--- src/prl_cfg.svh ---
// Overview of operation
// - Bit 6 of the rate control register set limits the whole port as one bucket, clear limits each priority in its own bucket.
// - Bit 5 set counts the rate in frames, clear counts it in bits.
// - Bit 4 set raises flow control when the receive rate is exceeded, clear never raises it for that reason.
// - Field 3-2 picks counted frames: 00 all, 01 broadcast multicast and flooded unicast, 10 broadcast and multicast, 11 broadcast.
// - Bit 1 set adds twelve gap bytes per frame to ingress and egress rate sums.
// - Bit 0 set adds eight preamble bytes per frame to ingress and egress rate sums.
// - Priorities 0, 1 and 2 each hold a seven-bit rate in bits 6-0, reset to zero, that shapes their received traffic.
// - Bit 7 of the rate control register and of every priority limit register is read-only and reads zero.
// - Priority limits take effect only when software writes the priority-3 limit register, any write acting as the trigger.
// - Priority 3 holds its own seven-bit rate, reset to zero, shaping its traffic like the others.
`ifndef PRL_CFG_SVH
`define PRL_CFG_SVH

// ----------------------------------------------------------------
// register indices, byte address is four times the index
// ----------------------------------------------------------------
`define PRL_ADR_W          12
`define PRL_IDX_W          10
`define PRL_IDX_CTRL       10'h0b6
`define PRL_IDX_PRIO0      10'h0c7
`define PRL_IDX_PRIO1      10'h0c8
`define PRL_IDX_PRIO2      10'h0c9
`define PRL_IDX_PRIO3      10'h0ca
`define PRL_IDX_STATUS     10'h100
`define PRL_IDX_DROPS      10'h101
`define PRL_IDX_PASSES     10'h102
`define PRL_IDX_APPLIED    10'h103

// ----------------------------------------------------------------
// control fields and reset values
// ----------------------------------------------------------------
`define PRL_BIT_PORT       6
`define PRL_BIT_PKT        5
`define PRL_BIT_FC         4
`define PRL_MODE_HI        3
`define PRL_MODE_LO        2
`define PRL_BIT_IFG        1
`define PRL_BIT_PRE        0
`define PRL_FIELD_MSB      6
`define PRL_CTRL_RST       7'h00
`define PRL_RATE_RST       7'h00
`define PRL_RATE_OFF       7'h00
`define PRL_CNT_RST        16'h0000

// ----------------------------------------------------------------
// frame overhead and bucket sizing
// ----------------------------------------------------------------
`define PRL_IFG_BYTES      12'h00c
`define PRL_PRE_BYTES      12'h008
`define PRL_BIT_QUANTUM    24'h000080
`define PRL_BIT_CAP        24'h010000
`define PRL_PKT_CAP        24'h000040
`define PRL_ONE_FRAME      24'h000001
`define PRL_TOK_RST        24'h000000

// ----------------------------------------------------------------
// refill timing at 10 MHz
// ----------------------------------------------------------------
`define PRL_CLK_NS         100
`define PRL_REFILL_NS      100000
`define PRL_REFILL_CYCLES  (`PRL_REFILL_NS / `PRL_CLK_NS)
`define PRL_REFILL_LAST    10'((`PRL_REFILL_CYCLES) - 1)

`endif

--- src/prl_pkg.sv ---
package prl_pkg;
  typedef enum logic [1:0] {
    PRL_CLASS_ALL,
    PRL_CLASS_BMF,
    PRL_CLASS_BM,
    PRL_CLASS_B
  } prl_class_type;
  typedef logic [6:0]  prl_rate_type;
  typedef logic [23:0] prl_tok_type;
endpackage : prl_pkg

--- src/prl_frame_cost.sv ---
`timescale 1ns/1ps
`include "prl_cfg.svh"
module prl_frame_cost (
  input  wire logic                  bcast_i,
  input  wire logic                  mcast_i,
  input  wire logic                  flood_i,
  input  wire logic [10:0]           len_i,
  input  wire prl_pkg::prl_class_type class_i,
  input  wire logic                  pkt_mode_i,
  input  wire logic                  ifg_i,
  input  wire logic                  pre_i,
  output logic                       counted_o,
  output prl_pkg::prl_tok_type       cost_o,
  output logic [4:0]                 overhead_o
);
  logic [11:0] ifg_add;
  logic [11:0] pre_add;
  logic [11:0] bytes;

  // ----------------------------------------------------------------
  // frame class filter
  // ----------------------------------------------------------------
  always_comb begin
    unique case (class_i)
      prl_pkg::PRL_CLASS_ALL: counted_o = 1'b1;
      prl_pkg::PRL_CLASS_BMF: counted_o = bcast_i | mcast_i | flood_i;
      prl_pkg::PRL_CLASS_BM:  counted_o = bcast_i | mcast_i;
      prl_pkg::PRL_CLASS_B:   counted_o = bcast_i;
    endcase
  end

  // ----------------------------------------------------------------
  // cost in bits or frames
  // ----------------------------------------------------------------
  assign ifg_add    = ifg_i ? `PRL_IFG_BYTES : 12'h000;
  assign pre_add    = pre_i ? `PRL_PRE_BYTES : 12'h000;
  assign bytes      = {1'b0, len_i} + ifg_add + pre_add;
  assign overhead_o = 5'(ifg_add + pre_add);
  assign cost_o     = pkt_mode_i ? `PRL_ONE_FRAME
                                 : {9'h000, bytes, 3'b000};
endmodule : prl_frame_cost

--- src/prl_token_bucket.sv ---
`timescale 1ns/1ps
`include "prl_cfg.svh"
module prl_token_bucket (
  input  wire logic                 clk_i,
  input  wire logic                 rst_i,
  input  wire logic                 refill_i,
  input  wire prl_pkg::prl_rate_type rate_i,
  input  wire logic                 pkt_mode_i,
  input  wire logic                 fc_en_i,
  input  wire logic                 charge_i,
  input  wire prl_pkg::prl_tok_type cost_i,
  output logic                      ok_o,
  output logic                      over_o
);
  prl_pkg::prl_tok_type tokens_reg;
  prl_pkg::prl_tok_type tokens_next;
  prl_pkg::prl_tok_type credit;
  prl_pkg::prl_tok_type cap;
  prl_pkg::prl_tok_type filled;
  logic [24:0]          sum;
  logic                 unlimited;
  logic                 over_next;

  // a zero rate means the bucket never limits
  assign unlimited = rate_i == `PRL_RATE_OFF;
  assign credit    = pkt_mode_i ? {17'h00000, rate_i}
                                : 24'({17'h00000, rate_i} * `PRL_BIT_QUANTUM);
  assign cap       = pkt_mode_i ? `PRL_PKT_CAP : `PRL_BIT_CAP;
  assign sum       = {1'b0, tokens_reg} + {1'b0, credit};
  // clamp on refill also trims a surplus left by a unit change
  assign filled    = !refill_i ? tokens_reg :
                     (sum > {1'b0, cap}) ? cap : sum[23:0];
  assign ok_o      = unlimited || (tokens_reg >= cost_i);

  always_comb begin
    tokens_next = filled;
    if (charge_i && !unlimited) begin
      if (ok_o) begin
        tokens_next = filled - cost_i;
      end else if (fc_en_i) begin
        tokens_next = `PRL_TOK_RST;
      end
    end
  end

  // set wins over the refill clear
  assign over_next = (charge_i && !ok_o && fc_en_i) ||
                     (over_o && !refill_i && fc_en_i);

  always_ff @(posedge clk_i) begin
    if (rst_i) begin
      tokens_reg <= `PRL_TOK_RST;
      over_o     <= 1'b0;
    end else begin
      tokens_reg <= tokens_next;
      over_o     <= over_next;
    end
  end
endmodule : prl_token_bucket

--- src/prl_top.sv ---
`timescale 1ns/1ps
`include "prl_cfg.svh"
module prl_top (
  input  wire logic        clk_i,
  input  wire logic        rst_i,
  input  wire logic        wb_cyc_i,
  input  wire logic        wb_stb_i,
  input  wire logic        wb_we_i,
  input  wire logic [11:0] wb_adr_i,
  input  wire logic [3:0]  wb_sel_i,
  input  wire logic [31:0] wb_dat_i,
  output logic      [31:0] wb_dat_o,
  output logic             wb_ack_o,
  input  wire logic        frm_valid_i,
  input  wire logic [10:0] frm_len_i,
  input  wire logic [1:0]  frm_prio_i,
  input  wire logic        frm_bcast_i,
  input  wire logic        frm_mcast_i,
  input  wire logic        frm_flood_i,
  output logic             verdict_valid_o,
  output logic             verdict_drop_o,
  output logic             flow_ctrl_o,
  output logic      [4:0]  egress_overhead_o
);
  // ----------------------------------------------------------------
  // state
  // ----------------------------------------------------------------
  logic [6:0]            ctrl_reg;
  prl_pkg::prl_rate_type shadow_reg  [4];
  prl_pkg::prl_rate_type applied_reg [4];
  logic [15:0]           drops_reg;
  logic [15:0]           passes_reg;
  logic [9:0]            tick_reg;
  logic [31:0]           rd_next;

  // ----------------------------------------------------------------
  // bus decode
  // ----------------------------------------------------------------
  wire [`PRL_IDX_W-1:0] idx     = wb_adr_i[`PRL_ADR_W-1:2];
  wire                  req     = wb_cyc_i & wb_stb_i;
  wire                  take    = req & ~wb_ack_o;
  // writes land on the edge the master sees ack, not a cycle early
  wire                  wr_en   = req & wb_ack_o & wb_we_i & wb_sel_i[0];
  wire                  hit_ctl = idx == `PRL_IDX_CTRL;
  wire                  hit_p0  = idx == `PRL_IDX_PRIO0;
  wire                  hit_p1  = idx == `PRL_IDX_PRIO1;
  wire                  hit_p2  = idx == `PRL_IDX_PRIO2;
  wire                  hit_p3  = idx == `PRL_IDX_PRIO3;
  wire                  hit_st  = idx == `PRL_IDX_STATUS;
  wire                  hit_dr  = idx == `PRL_IDX_DROPS;
  wire                  hit_ps  = idx == `PRL_IDX_PASSES;
  wire                  hit_ap  = idx == `PRL_IDX_APPLIED;
  wire [3:0]            hit_p   = {hit_p3, hit_p2, hit_p1, hit_p0};
  wire                  trigger = wr_en & hit_p3;

  // ----------------------------------------------------------------
  // control fields
  // ----------------------------------------------------------------
  wire                  port_based = ctrl_reg[`PRL_BIT_PORT];
  wire                  pkt_mode   = ctrl_reg[`PRL_BIT_PKT];
  wire                  fc_en      = ctrl_reg[`PRL_BIT_FC];
  wire                  ifg_en     = ctrl_reg[`PRL_BIT_IFG];
  wire                  pre_en     = ctrl_reg[`PRL_BIT_PRE];
  wire prl_pkg::prl_class_type frm_class =
    prl_pkg::prl_class_type'(ctrl_reg[`PRL_MODE_HI:`PRL_MODE_LO]);

  // ----------------------------------------------------------------
  // control register
  // ----------------------------------------------------------------
  always_ff @(posedge clk_i) begin
    if (rst_i) begin
      ctrl_reg <= `PRL_CTRL_RST;
    end else if (wr_en && hit_ctl) begin
      ctrl_reg <= wb_dat_i[`PRL_FIELD_MSB:0];
    end
  end

  // ----------------------------------------------------------------
  // per-priority limits, staged then applied on trigger
  // ----------------------------------------------------------------
  genvar g;
  generate
    for (g = 0; g < 4; g++) begin : g_limit
      always_ff @(posedge clk_i) begin
        if (rst_i) begin
          shadow_reg[g] <= `PRL_RATE_RST;
        end else if (wr_en && hit_p[g]) begin
          shadow_reg[g] <= wb_dat_i[`PRL_FIELD_MSB:0];
        end
      end
      // the priority-3 value written now is applied with the rest
      always_ff @(posedge clk_i) begin
        if (rst_i) begin
          applied_reg[g] <= `PRL_RATE_RST;
        end else if (trigger) begin
          applied_reg[g] <= (g == 3) ? wb_dat_i[`PRL_FIELD_MSB:0]
                                     : shadow_reg[g];
        end
      end
    end
  endgenerate

  // ----------------------------------------------------------------
  // refill tick
  // ----------------------------------------------------------------
  wire tick_done = tick_reg == `PRL_REFILL_LAST;

  always_ff @(posedge clk_i) begin
    if (rst_i || tick_done) begin
      tick_reg <= 10'h000;
    end else begin
      tick_reg <= tick_reg + 10'h001;
    end
  end

  // ----------------------------------------------------------------
  // frame classification and cost
  // ----------------------------------------------------------------
  logic                 counted;
  prl_pkg::prl_tok_type cost;
  logic [4:0]           overhead;

  prl_frame_cost u_cost (
    .bcast_i    (frm_bcast_i),
    .mcast_i    (frm_mcast_i),
    .flood_i    (frm_flood_i),
    .len_i      (frm_len_i),
    .class_i    (frm_class),
    .pkt_mode_i (pkt_mode),
    .ifg_i      (ifg_en),
    .pre_i      (pre_en),
    .counted_o  (counted),
    .cost_o     (cost),
    .overhead_o (overhead)
  );

  // ----------------------------------------------------------------
  // buckets
  // ----------------------------------------------------------------
  // port-based mode runs every frame through bucket 0 at its rate
  wire [1:0] bucket_sel = port_based ? 2'b00 : frm_prio_i;
  wire       charge_any = frm_valid_i & counted;
  logic [3:0] bucket_ok;
  logic [3:0] bucket_over;

  generate
    for (g = 0; g < 4; g++) begin : g_bucket
      wire charge = charge_any & (bucket_sel == 2'(g));
      prl_token_bucket u_bucket (
        .clk_i      (clk_i),
        .rst_i      (rst_i),
        .refill_i   (tick_done),
        .rate_i     (applied_reg[g]),
        .pkt_mode_i (pkt_mode),
        .fc_en_i    (fc_en),
        .charge_i   (charge),
        .cost_i     (cost),
        .ok_o       (bucket_ok[g]),
        .over_o     (bucket_over[g])
      );
    end
  endgenerate

  // ----------------------------------------------------------------
  // verdict
  // ----------------------------------------------------------------
  // with flow control on, an over-rate frame is kept and the link
  // partner is paused instead
  wire drop_now = charge_any & ~bucket_ok[bucket_sel] & ~fc_en;
  wire fc_now   = fc_en & (|bucket_over);

  always_ff @(posedge clk_i) begin
    if (rst_i) begin
      verdict_valid_o   <= 1'b0;
      verdict_drop_o    <= 1'b0;
      flow_ctrl_o       <= 1'b0;
      egress_overhead_o <= 5'h00;
    end else begin
      verdict_valid_o   <= frm_valid_i;
      verdict_drop_o    <= drop_now;
      flow_ctrl_o       <= fc_now;
      egress_overhead_o <= overhead;
    end
  end

  // ----------------------------------------------------------------
  // statistics, each cleared by a write to its own register, a frame in the same cycle restarts the count at one
  // ----------------------------------------------------------------
  wire pass_now = frm_valid_i & ~drop_now;

  always_ff @(posedge clk_i) begin
    if (rst_i) begin
      drops_reg <= `PRL_CNT_RST;
    end else if (drop_now) begin
      drops_reg <= (wr_en && hit_dr) ? 16'h0001 : drops_reg + 16'h0001;
    end else if (wr_en && hit_dr) begin
      drops_reg <= `PRL_CNT_RST;
    end
  end

  always_ff @(posedge clk_i) begin
    if (rst_i) begin
      passes_reg <= `PRL_CNT_RST;
    end else if (pass_now) begin
      passes_reg <= (wr_en && hit_ps) ? 16'h0001 : passes_reg + 16'h0001;
    end else if (wr_en && hit_ps) begin
      passes_reg <= `PRL_CNT_RST;
    end
  end

  // ----------------------------------------------------------------
  // read mux, bit 7 of every limit register reads zero
  // ----------------------------------------------------------------
  always_comb begin
    rd_next = 32'h0000_0000;
    if (hit_ctl) begin
      rd_next = {25'h0000000, ctrl_reg};
    end else if (hit_p0) begin
      rd_next = {25'h0000000, shadow_reg[0]};
    end else if (hit_p1) begin
      rd_next = {25'h0000000, shadow_reg[1]};
    end else if (hit_p2) begin
      rd_next = {25'h0000000, shadow_reg[2]};
    end else if (hit_p3) begin
      rd_next = {25'h0000000, shadow_reg[3]};
    end else if (hit_st) begin
      rd_next = {23'h000000, flow_ctrl_o, bucket_over, bucket_ok};
    end else if (hit_dr) begin
      rd_next = {16'h0000, drops_reg};
    end else if (hit_ps) begin
      rd_next = {16'h0000, passes_reg};
    end else if (hit_ap) begin
      rd_next = {1'b0, applied_reg[3], 1'b0, applied_reg[2],
                 1'b0, applied_reg[1], 1'b0, applied_reg[0]};
    end
  end

  // ----------------------------------------------------------------
  // bus answer, one wait cycle, unmapped reads return zero
  // ----------------------------------------------------------------
  always_ff @(posedge clk_i) begin
    if (rst_i) begin
      wb_ack_o <= 1'b0;
      wb_dat_o <= 32'h0000_0000;
    end else begin
      wb_ack_o <= take;
      wb_dat_o <= take ? rd_next : wb_dat_o;
    end
  end
endmodule : prl_top

--- config.mk ---
export PLATFORM = sky130hd
export DESIGN_NAME = prl_top
export DESIGN_NICKNAME = d
export VERILOG_FILES = /design/src/prl_pkg.sv /design/src/prl_frame_cost.sv /design/src/prl_token_bucket.sv /design/src/prl_top.sv
export VERILOG_INCLUDE_DIRS = /design/src /design/src/src
export SDC_FILE = /design/constraint.sdc
export NUM_CORES = 1
export LEC_CHECK = 0
export BUFFER_PORTS_ARGS = -buffer_cell sky130_fd_sc_hd__buf_2
export CAP_MARGIN = 40
export CORE_MARGIN = 2
export CORE_UTILIZATION = 60
export DETAILED_ROUTE_END_ITERATION = 10
export PLACE_DENSITY = 0.82
export SETUP_SLACK_MARGIN = 0.1
export SLEW_MARGIN = 20
export SYNTH_ARGS = -nofsm -noshare
export SYNTH_HDL_FRONTEND = slang
export SYNTH_SLANG_ARGS = --single-unit
--- constraint.sdc ---
create_clock -name clk_i -period 12 [get_ports clk_i]
set_input_delay 0.6 -clock clk_i [delete_from_list [all_inputs] [get_ports clk_i]]
set_output_delay 0.6 -clock clk_i [all_outputs]
set_load 0.03 [all_outputs]
## Word level (Yosys, flattened, before mapping)

Memories as Yosys holds them, arrays and structs flattened.
Index checks and enable logic that the tools add are counted.

- Add/sub/neg operators: 14
- Order comparisons: 9
- Eq/ne operators: 16
- Muxes and demuxes: 72
- Bitwise operators: 29
- Reduce and logical (&&, ||, !) cells: 54

Operator list:

| kind | number |
|---|---|
| two-way mux 24 bit | 20 |
| two-way mux 31 bit | 9 |
| adder 24 x 24 -> 25 bit | 4 |
| >= comparator 24 x 15 -> 1 bit | 4 |
| two-way mux 16 bit | 6 |
| subtractor 24 x 15 -> 24 bit | 4 |
| > comparator 25 x 17 -> 1 bit | 3 |
| two-way mux 14 bit | 4 |
| two-way mux 7 bit | 8 |
| equality test 10 x 8 -> 1 bit (second input constant) | 5 |
| equality test 10 x 9 -> 1 bit (second input constant) | 4 |
| adder 16 x 1 -> 16 bit (second input constant) | 2 |
| zero test 7 bit | 4 |
| logical AND 1 bit | 27 |
| > comparator 25 x 24 -> 1 bit | 1 |
| two-way mux 1 bit | 18 |
| two-way mux 17 bit | 1 |
| AND 1 bit | 15 |
| two-way mux 15 bit | 1 |
| adder 11 x 12 -> 12 bit | 1 |
| adder 12 bit | 1 |
| adder 10 x 1 -> 10 bit (second input constant) | 1 |
| equality test 10 bit (second input constant) | 1 |
| OR 1 bit | 10 |
| 14 further kinds | 40 |

- Flip-flop bits (word level): 190
- Bits in writable memories: 56
- Output and inout port bits: 41
- Logic and storage cells: 214
- Memories: 2

Memory list:

| memory | words | bits a word | rd ports | clocked after memory_dff | wr ports | RTL line | text |
|---|---|---|---|---|---|---|---|
| applied_reg | 4 | 7 | 4 | 0 | 4 | prl_top.sv:30 | `prl_pkg::prl_rate_type applied_reg [4];` |
| shadow_reg | 4 | 7 | 4 | 0 | 4 | prl_top.sv:29 | `prl_pkg::prl_rate_type shadow_reg [4];` |

## Depth between registers and ports, before layout

Gate-level depths: netlist (run 1).

- Depth after elaboration: 14
- Depth in mapped cells: 38
- Mapped depth without buffers: 32

## By module

A second synthesis (run 1) with hierarchy kept.

- Cells, all modules: 3,010
- Area, all modules: 24,009.3 um^2

Modules (own cells, without submodules):

| module | times used | cells an instance | area each (um^2) | seq. area each (um^2) |
|---|---|---|---|---|
| prl_token_bucket (g_bucket[1].u_bucket ...) | 2 | 586 | 4,279.1 | 500.5 |
| prl_top | 1 | 622 | 6,322.3 | 3,233.1 |
| prl_token_bucket (g_bucket[0].u_bucket) | 1 | 580 | 4,379.2 | 500.5 |
| prl_token_bucket (g_bucket[3].u_bucket) | 1 | 576 | 4,326.6 | 500.5 |
| prl_frame_cost | 1 | 60 | 422.9 | 0.0 |

## Worst setup path before layout (run 1)

Ideal clock, no wire load.

- Path kind: register -> register
- Start: register ctrl_reg[5]
- End: register g_bucket[3].u_bucket.tokens_reg[20]
- Setup time: 0.134 ns
- Arrival: 7.770 ns
- Path slack: 4.096 ns
- Cell stages (with the launch flop): 39
- Clock period less this slack: 7.904 ns
- Cell sequence: dfxtp_1 > clkbuf_1 > clkbuf_1 > clkbuf_1 > and2_1 > ha_1 > inv_1 > fa_1 > nor2b_1 > o21a_1 > o21ai_1 > a211oi_2 > nor4_4 > nor2_2 > xor2_1 > ha_1 > nand2_1 > or4_1 > (+3 left out) > buf_1 > nor2_1 > clkbuf_1 > nand3_1 > nand2_1 > ha_1 > o21a_1 > o21ai_0 > nand2b_1 > a21o_1 > a21o_1 > a21o_1 > nand4_1 > o21bai_1 > or3b_1 > buf_2 > nor3_1 > a211oi_1

- Longest elaborated chain between the ends: 8
- Elaborated cells on any way between the ends: 13
- Those cells by class: 2 x add/sub; 2 x order compare; 8 x mux; 1 x reduce/logical

RTL lines:

| element | RTL line | text |
|---|---|---|
| from (decl) | prl_top.sv:28 | `logic [6:0] ctrl_reg;` |
| from (signal assigned) | prl_top.sv:72 | `` ctrl_reg <= `PRL_CTRL_RST; `` |
| from (signal assigned) | prl_top.sv:74 | `` ctrl_reg <= wb_dat_i[`PRL_FIELD_MSB:0]; `` |
| two-way mux 14 bit | prl_token_bucket.sv:26 | `assign credit = pkt_mode_i ? {17'h00000, rate_i}` |
| adder 24 x 24 -> 25 bit | prl_token_bucket.sv:29 | `assign sum = {1'b0, tokens_reg} + {1'b0, credit};` |
| > comparator 25 x 17 -> 1 bit | prl_token_bucket.sv:32 | `(sum > {1'b0, cap}) ? cap : sum[23:0];` |
| two-way mux 24 bit | prl_token_bucket.sv:32 |  |
| two-way mux 24 bit | prl_token_bucket.sv:31 | `assign filled = !refill_i ? tokens_reg :` |
| subtractor 24 x 15 -> 24 bit or two-way mux 24 bit (tied branches) | prl_token_bucket.sv:39, prl_token_bucket.sv:40 |  |
| two-way mux 24 bit | prl_token_bucket.sv:38 | `if (ok_o) begin` |
| two-way mux 24 bit (*) | prl_token_bucket.sv:37 | `if (charge_i && !unlimited) begin` |
| to (signal assigned) | prl_token_bucket.sv:52 | `` tokens_reg <= `PRL_TOK_RST; `` |
| to (signal assigned) | prl_token_bucket.sv:55 | `tokens_reg <= tokens_next;` |
| to (decl) | prl_token_bucket.sv:15 | `prl_pkg::prl_tok_type tokens_reg;` |

Every way passes the cells marked *; elsewhere a longest branch is shown, timed or not.
A chain may end at the register's enable or synchronous reset.

## Final worst setup path (run 1)

- Start: register ctrl_reg[5]
- End: register g_bucket[2].u_bucket.tokens_reg[23]

- Longest elaborated chain between the ends: 8
- Elaborated cells on any way between the ends: 13
- Those cells by class: 2 x add/sub; 2 x order compare; 8 x mux; 1 x reduce/logical

RTL lines:

| element | RTL line |
|---|---|
| two-way mux 14 bit | prl_token_bucket.sv:26 |
| adder 24 x 24 -> 25 bit | prl_token_bucket.sv:29 |
| > comparator 25 x 17 -> 1 bit | prl_token_bucket.sv:32 |
| two-way mux 24 bit | prl_token_bucket.sv:32 |
| two-way mux 24 bit | prl_token_bucket.sv:31 |
| subtractor 24 x 15 -> 24 bit or two-way mux 24 bit (tied branches) | prl_token_bucket.sv:39, prl_token_bucket.sv:40 |
| two-way mux 24 bit | prl_token_bucket.sv:38 |
| two-way mux 24 bit (*) | prl_token_bucket.sv:37 |
| to (signal assigned) | prl_token_bucket.sv:52 |
| to (signal assigned) | prl_token_bucket.sv:55 |
| to (decl) | prl_token_bucket.sv:15 |

Marks and branches as above.

==> results.sh, run 1 <==
export IMPL_cts_buffers=27
export IMPL_synth_most_common_cell="nand2_1"
export IMPL_pin_count=111
export IMPL_avgSynthCellArea_sq_um=7.76
export IMPL_max_freq_ghz=0.120
export IMPL_arrival_ps=8820
export IMPL_maxCapViolations=0
export IMPL_drv_slew=0
export IMPL_cts_tree="done"
export IMPL_yosys_warnings=0
export IMPL_multi_input_area_sq_mm=0.0143
export IMPL_combPwrFrac=0.422
export IMPL_tightest_slew_ps=887
export IMPL_drc_errors=0
export IMPL_grt_ovfl_total=0
export IMPL_htreeDepth=1
export IMPL_hpwl_mm=45.6
export IMPL_crit_path_end_kind="register"
export IMPL_cp_required_ps=12480
export IMPL_num_fill_cells=2830
export IMPL_synth_seq_area_share=0.257
export IMPL_power_density_mw_per_mm2=144
export IMPL_busiest_layer="met2"
export IMPL_cts_root_buf="clkbuf_16"
export IMPL_largest_reg_flops=96
export IMPL_grt_usage=0.336
export IMPL_dominantRegCellSynth="dfxtp_1"
export IMPL_synth_async_reset_ratio=0
export IMPL_cts_hold_buf=0
export IMPL_ys_ff_latch=235
export IMPL_clockPowerShare=0.267
export IMPL_synth_edff_count=49
export IMPL_first_iter_violations=2106
export IMPL_routed_wl_mm=61.0
export IMPL_vias_per_cell=6.55
export IMPL_min_path_type="input port to register"
export IMPL_synthesis_instances=2606
export IMPL_seq_power_share=0.312
export IMPL_cts_setup_buffers=0
export IMPL_p_switching_mw=1.33
export IMPL_die_width_microns=188
export IMPL_avgRoutedWirePerCell_microns=19.7
export IMPL_grt_met3_usage=0.0477
export IMPL_drive_above_1_share=0.0777
export IMPL_vias=20300
export IMPL_finalPower_mw=3.15
export IMPL_cp_max_fo=40
export IMPL_hold_path_startpoint="wb_dat_i[5]"
export IMPL_fp_dieH_microns=188
export IMPL_min_path_cells=3
export IMPL_setup_slack_ps=3660
export IMPL_ys_top_cells_by_area="dfxtp_1 (18%), ha_1 (11%), edfxtp_1 (7.3%)"
export IMPL_core_rowCount=67
export IMPL_portBuffers=76
export IMPL_yosysTopAreaCell="dfxtp_1"
export IMPL_syn_to_final_growth_pct=8.06
export IMPL_start_util=0.606
export IMPL_use_met1=0.442
export IMPL_ant_nets=0
export IMPL_slowest_stage="nor3b_1"
export IMPL_syn_area_sq_mm=0.0202
export IMPL_antenna_found_initial=0
export IMPL_grtUsageMet2=0.545
export IMPL_path_class="register to register"
export IMPL_clock_skew_ps=27.7
export IMPL_cts_resized=0
export IMPL_netSwitchingFraction=0.421
export IMPL_tns_ps=0
export IMPL_die_area_sq_mm=0.0352
export IMPL_clock_sinks=235
export IMPL_post_place_ws_ps=3930
export IMPL_r2r_end="g_bucket[2].u_bucket.tokens_reg[23]$_SDFF_PP0_"
export IMPL_min_to="ctrl_reg[5]$_SDFFE_PP0P_"
export IMPL_vdd_drop_max_mv=0.118
export IMPL_setup_viol=0
export IMPL_final_nets=2885
export IMPL_worstRegToRegCells=31
export IMPL_clk_insertion_delay_late_ps=560
export IMPL_max_stage_delay_ps=710
export IMPL_gp_congestion=1.01
export IMPL_first_pass_iters=7
export IMPL_hold_viol=0
export IMPL_status="completed"
export IMPL_clkTransAtPathRegs_ps=70
export IMPL_grt_max_degree=78
export IMPL_ff_latch_area_sq_mm=0.00520
export IMPL_crit_path_start_kind="register"
export IMPL_synth_top_area_share=0.184
export IMPL_ys_top_cells_by_count="nand2_1 (290), nor2_1 (279), dfxtp_1 (186)"
export IMPL_p_leak_nw=9.11
export IMPL_timing_final_crit_share=0.695
export IMPL_rsz0062_at_grt="false"
export IMPL_synthDistinctLibCells=93
export IMPL_grt_pass1_wl_mm=97.5
export IMPL_reg2reg_slack_ps=3660
export IMPL_fin_crit_ps=8340
export IMPL_maxSlewHeadroom=0.404
export IMPL_clk_path_buf_depth=3
export IMPL_grt_pass1_vias=19100
export IMPL_p_int_mw=1.82
export IMPL_rr_startpoint="ctrl_reg[5]$_SDFFE_PP0P_"
export IMPL_post_route_util=0.655
export IMPL_core_sq_mm=0.0334
-- per-stage QoR --
step	instances	instance area, sq um	hold WS (ps)
2_1_floorplan	2609	20200	430
3_3_place_gp	3037	20900	445
3_5_place_dp	3046	20900	457
4_1_cts	3096	21800	359
5_1_grt	3099	21800	382
6_report	3100	21900	377
-- worst max path at each step --
| stage | depth (start not counted) | end | from | slack [ps] |
|---|---|---|---|---|
| finish | 31 | g_bucket[2].u_bucket.tokens_reg[23]$_SDFF_PP0_ | ctrl_reg[5]$_SDFFE_PP0P_ | 3660 |
| global route | 31 | g_bucket[2].u_bucket.tokens_reg[23]$_SDFF_PP0_ | ctrl_reg[5]$_SDFFE_PP0P_ | 2980 |
| CTS | 31 | g_bucket[2].u_bucket.tokens_reg[23]$_SDFF_PP0_ | ctrl_reg[5]$_SDFFE_PP0P_ | 3800 |
| detailed placement | 31 | g_bucket[2].u_bucket.tokens_reg[21]$_SDFF_PP0_ | ctrl_reg[5]$_SDFFE_PP0P_ | 3930 |
| global placement | 30 | g_bucket[2].u_bucket.tokens_reg[19]$_SDFF_PP0_ | ctrl_reg[5]$_SDFFE_PP0P_ | 4010 |
| floorplan | 38 | g_bucket[3].u_bucket.tokens_reg[20]$_SDFF_PP0_ | ctrl_reg[5]$_SDFFE_PP0P_ | 4100 |
-- placed cells by master, fill, tap and decap left out, types with 17 or more instances in the layout --
| master | count |
|---|---|
| nand2_1 | 290 |
| nor2_1 | 279 |
| dfxtp_1 | 185 |
| ha_1 | 179 |
| a21oi_1 | 159 |
| o21ai_0 | 134 |
| and2_1 | 95 |
| nand3_1 | 82 |
| buf_2 | 81 |
| xor2_1 | 75 |
| xnor2_1 | 72 |
| a21o_1 | 71 |
| inv_1 | 71 |
| nor2b_1 | 55 |
| nor3_1 | 54 |
| a22oi_1 | 53 |
| edfxtp_1 | 49 |
| nand2b_1 | 35 |
| a211oi_1 | 33 |
| nand4_1 | 33 |
| o31ai_1 | 32 |
| or3_1 | 31 |
| clkbuf_16 | 28 |
| a31oi_1 | 26 |
| and3_1 | 25 |
| o21a_1 | 25 |
| nor4_1 | 24 |
| buf_4 | 24 |
| mux2i_1 | 19 |
| o211ai_1 | 17 |
-- layer usage --
metal	up-vias	wire [microns]
met5	-	0
met4	0	2810
met3	188	5660
met2	1031	27000
met1	9475	25500
li1	9603	-
-- cell type report --
cell class / instances / area share
Multi-Input combinational cell: 2187 / 0.656
Sequential cell: 235 / 0.238
Clock buffer: 36 / 0.0348
Timing Repair Buffer: 107 / 0.0275
Tap cell: 448 / 0.0257
Inverter: 72 / 0.0124
Clock inverter: 14 / 0.00618
Antenna cell: 1 / 0.000115
-- critical path, delay by kind of cell, from the launching register on --
family / cells / cell delay [ps]
AO/OA/AOI/OAI: 14 / 3670
AND/OR/NAND/NOR: 9 / 2200
adder cells (fa/ha/maj): 4 / 1260
buffers and inverters: 3 / 650
flip-flops: 1 / 320
XOR/XNOR: 1 / 110
-- power by group through the flow --
stage	Sequential [mW]	Combinational [mW]	Clock, mW
final	0.983	1.33	0.840
after floorplan	0.938	0.993	0
after detailed placement	0.994	1.28	0
after global placement	0.991	1.24	0
after global routing	0.992	1.44	0.877
after CTS	0.978	1.29	0.845
-- cell families (layout without fill, tap and decap cells) --
family                     count (synthesis)  count (layout)  synth area share
AOI/OAI and AO/OA                        728             728             0.242
xor gates and xnor gates                 147             147            0.0637
adders and majority gates                185             185             0.117
buffers and inverters                    187             229            0.0366
DFF                                      235             235             0.257
muxes                                     34              34            0.0183
other                                      1               5          0.000185
and+or+nand+nor                         1089            1089             0.265
(Power assumes the default switching activity.)
==> run 2, diff against run 1 <==
==> constraint.sdc (replaced) <==
create_clock -name clk_i -period 7.7 [get_ports clk_i]
set_input_delay 0.385 -clock clk_i [delete_from_list [all_inputs] [get_ports clk_i]]
set_output_delay 0.385 -clock clk_i [all_outputs]
set_load 0.03 [all_outputs]
==> run 2 against run 1 <==
  * Global-route usage is 1.1 points higher
  * Sequential share of layout area down 0.29 points
  * Flip-flop and latch count unchanged
  * Hold slack lost 270 ps
  * Final cell count is 0.68% higher
  * Clock power is 57% higher
  * Count of clock-buffer cells in the layout decreased by 5
  * First-iteration DRC count decreased by 16%
  * Power increased by 60%
  * Die area unchanged
  * Largest cell class unchanged
==> results.sh, run 2 (synthesized netlist as in run 1, its figures left out) <==
export IMPL_min_path_cells=2
export IMPL_setup_viol=0
export IMPL_crit_path_start_kind="register"
export IMPL_vias=20300
export IMPL_crit_path_end_kind="register"
export IMPL_wl_met3_mm=5.66
export IMPL_clkTransAtPathRegs_ps=60
export IMPL_antenna_found_initial=4
export IMPL_drv_slew=0
export IMPL_dpl_cell_area_sq_mm=0.0211
export IMPL_cts_hold_buf=0
export IMPL_min_path_type="input port to register"
export IMPL_gp_congestion=0.974
export IMPL_min_to="verdict_valid_o$_SDFF_PP0_"
export IMPL_grt_max_degree=78
export IMPL_r2r_end="g_bucket[0].u_bucket.tokens_reg[21]$_SDFF_PP0_"
export IMPL_cts_buffers=28
export IMPL_cts_root_buf="clkbuf_16"
export IMPL_die_area_sq_mm=0.0352
export IMPL_finalPower_mw=5.03
export IMPL_largest_reg_flops=96
export IMPL_avgRoutedWirePerCell_microns=20.2
export IMPL_rr_startpoint="ctrl_reg[5]$_SDFFE_PP0P_"
export IMPL_core_rowCount=67
export IMPL_cp_required_ps=8200
export IMPL_grt_pass1_vias=19100
export IMPL_first_pass_iters=6
export IMPL_vdd_drop_max_mv=0.218
export IMPL_status="completed"
export IMPL_portBuffers=76
export IMPL_power_density_mw_per_mm2=227
export IMPL_drive_above_1_share=0.0891
export IMPL_routed_wl_mm=63.0
export IMPL_hpwl_mm=47.0
export IMPL_maxCapViolations=0
export IMPL_hold_viol=0
export IMPL_layout_commonest_cell="nand2_1"
export IMPL_met1_length_mm=26.2
export IMPL_slowest_stage="or4_1"
export IMPL_max_stage_delay_ps=540
export IMPL_num_fill_cells=2881
export IMPL_worstRegToRegCells=30
export IMPL_tns_ps=0
export IMPL_drc_errors=0
export IMPL_arrival_ps=7760
export IMPL_start_util=0.606
export IMPL_dr_max_layer_used="met5"
export IMPL_pin_count=111
export IMPL_grt_pass1_wl_mm=99.7
export IMPL_grt_ovfl_total=0
export IMPL_reg2reg_slack_ps=440
export IMPL_cts_tree="done"
export IMPL_timing_final_crit_share=0.943
export IMPL_path_class="register to register"
export IMPL_syn_to_final_growth_pct=9.42
export IMPL_clock_sinks=235
export IMPL_hold_path_startpoint="frm_valid_i"
export IMPL_fin_crit_ps=7260
export IMPL_htreeDepth=1
export IMPL_tightest_slew_ps=872
export IMPL_cp_max_fo=55
export IMPL_max_freq_ghz=0.138
export IMPL_first_iter_violations=1764
export IMPL_final_cell_mix="nand2_1 (290), nor2_1 (278), dfxtp_1 (185)"
export IMPL_finalInstanceArea_sq_mm=0.0221
export IMPL_p_leak_nw=9.26
export IMPL_clk_insertion_delay_late_ps=600
export IMPL_core_sq_mm=0.0334
export IMPL_die_width_microns=188
export IMPL_vias_per_cell=6.52
export IMPL_route_met2_wl_mm=28.0
export IMPL_grt_usage=0.347
export IMPL_fp_dieH_microns=188
export IMPL_rsz0062_at_grt="false"
export IMPL_clock_skew_ps=52.9
export IMPL_clk_path_buf_depth=3
export IMPL_maxSlewHeadroom=0.404
export IMPL_final_nets=2904
export IMPL_ant_nets=0
run 2: changes by cell type in the layout (fill, tap and decap cells not counted), sizes merged:
cell / change
clkinv: +8
diode: +2
inv: -1
clkbuf: -6
buf: +19
clkinvlp: -1
run 2: routing by layer:
metal	vias to the layer above	track usage
li1	9653	-
met1	9506	0.453
met2	965	0.564
met3	213	0.0625
met4	2	0.148
met5	-	0
run 2: worst max-delay path, delay by kind of cell, from the launching register on:
family | cells | cell delay, ps
compound gates | 10 | 2200
flops | 1 | 450
fa+ha+maj | 4 | 1340
xor+xnor | 1 | 170
simple gates | 10 | 2010
buf+inv | 5 | 920
run 2: worst max-delay path by stage:
stage / startpoint / to / depth (start not counted)
after detailed placement: ctrl_reg[5]$_SDFFE_PP0P_ / g_bucket[0].u_bucket.tokens_reg[21]$_SDFF_PP0_ / 30
final: ctrl_reg[5]$_SDFFE_PP0P_ / g_bucket[0].u_bucket.tokens_reg[21]$_SDFF_PP0_ / 30
after global routing: ctrl_reg[5]$_SDFFE_PP0P_ / g_bucket[3].u_bucket.tokens_reg[20]$_SDFF_PP0_ / 32
after floorplan: ctrl_reg[5]$_SDFFE_PP0P_ / g_bucket[3].u_bucket.tokens_reg[20]$_SDFF_PP0_ / 38
after CTS: ctrl_reg[5]$_SDFFE_PP0P_ / g_bucket[0].u_bucket.tokens_reg[21]$_SDFF_PP0_ / 30
after global placement: ctrl_reg[5]$_SDFFE_PP0P_ / g_bucket[1].u_bucket.tokens_reg[21]$_SDFF_PP0_ / 29
run 2: final cells by class:
class	count	area (sq um)	area share
Multi-Input combinational cell	2187	14400	0.651
Sequential cell	235	5200	0.235
Timing Repair Buffer	125	777	0.0351
Clock buffer	31	712	0.0322
Tap cell	448	561	0.0253
Inverter	72	270	0.0122
Clock inverter	20	188	0.00848
Antenna cell	3	7.51	0.000339
run 2: what timing repair did:
action | in CTS | in global routing
endpoints found under the setup margin | 0 | 35
setup buffers | 0 | 4
resized for setup | 0 | 23
run 2: where the power goes:
part           total (mW)  internal (mW)  switching [mW]  leakage [nW]
Sequential           1.54           1.36           0.179          2.01
Clock                1.32          0.738           0.578         0.442
Combinational        2.18          0.802            1.38          6.81
run 2: metrics by stage:
step	setup WS, ps	hold slack (ps)	std cells	util
final	441	106	3121	0.663
after CTS	367	98.6	3113	0.659
after global routing	56.7	127	3119	0.663
after floorplan	140	430	2609	-
after detailed placement	437	450	3062	0.632
after global placement	564	444	3057	0.631
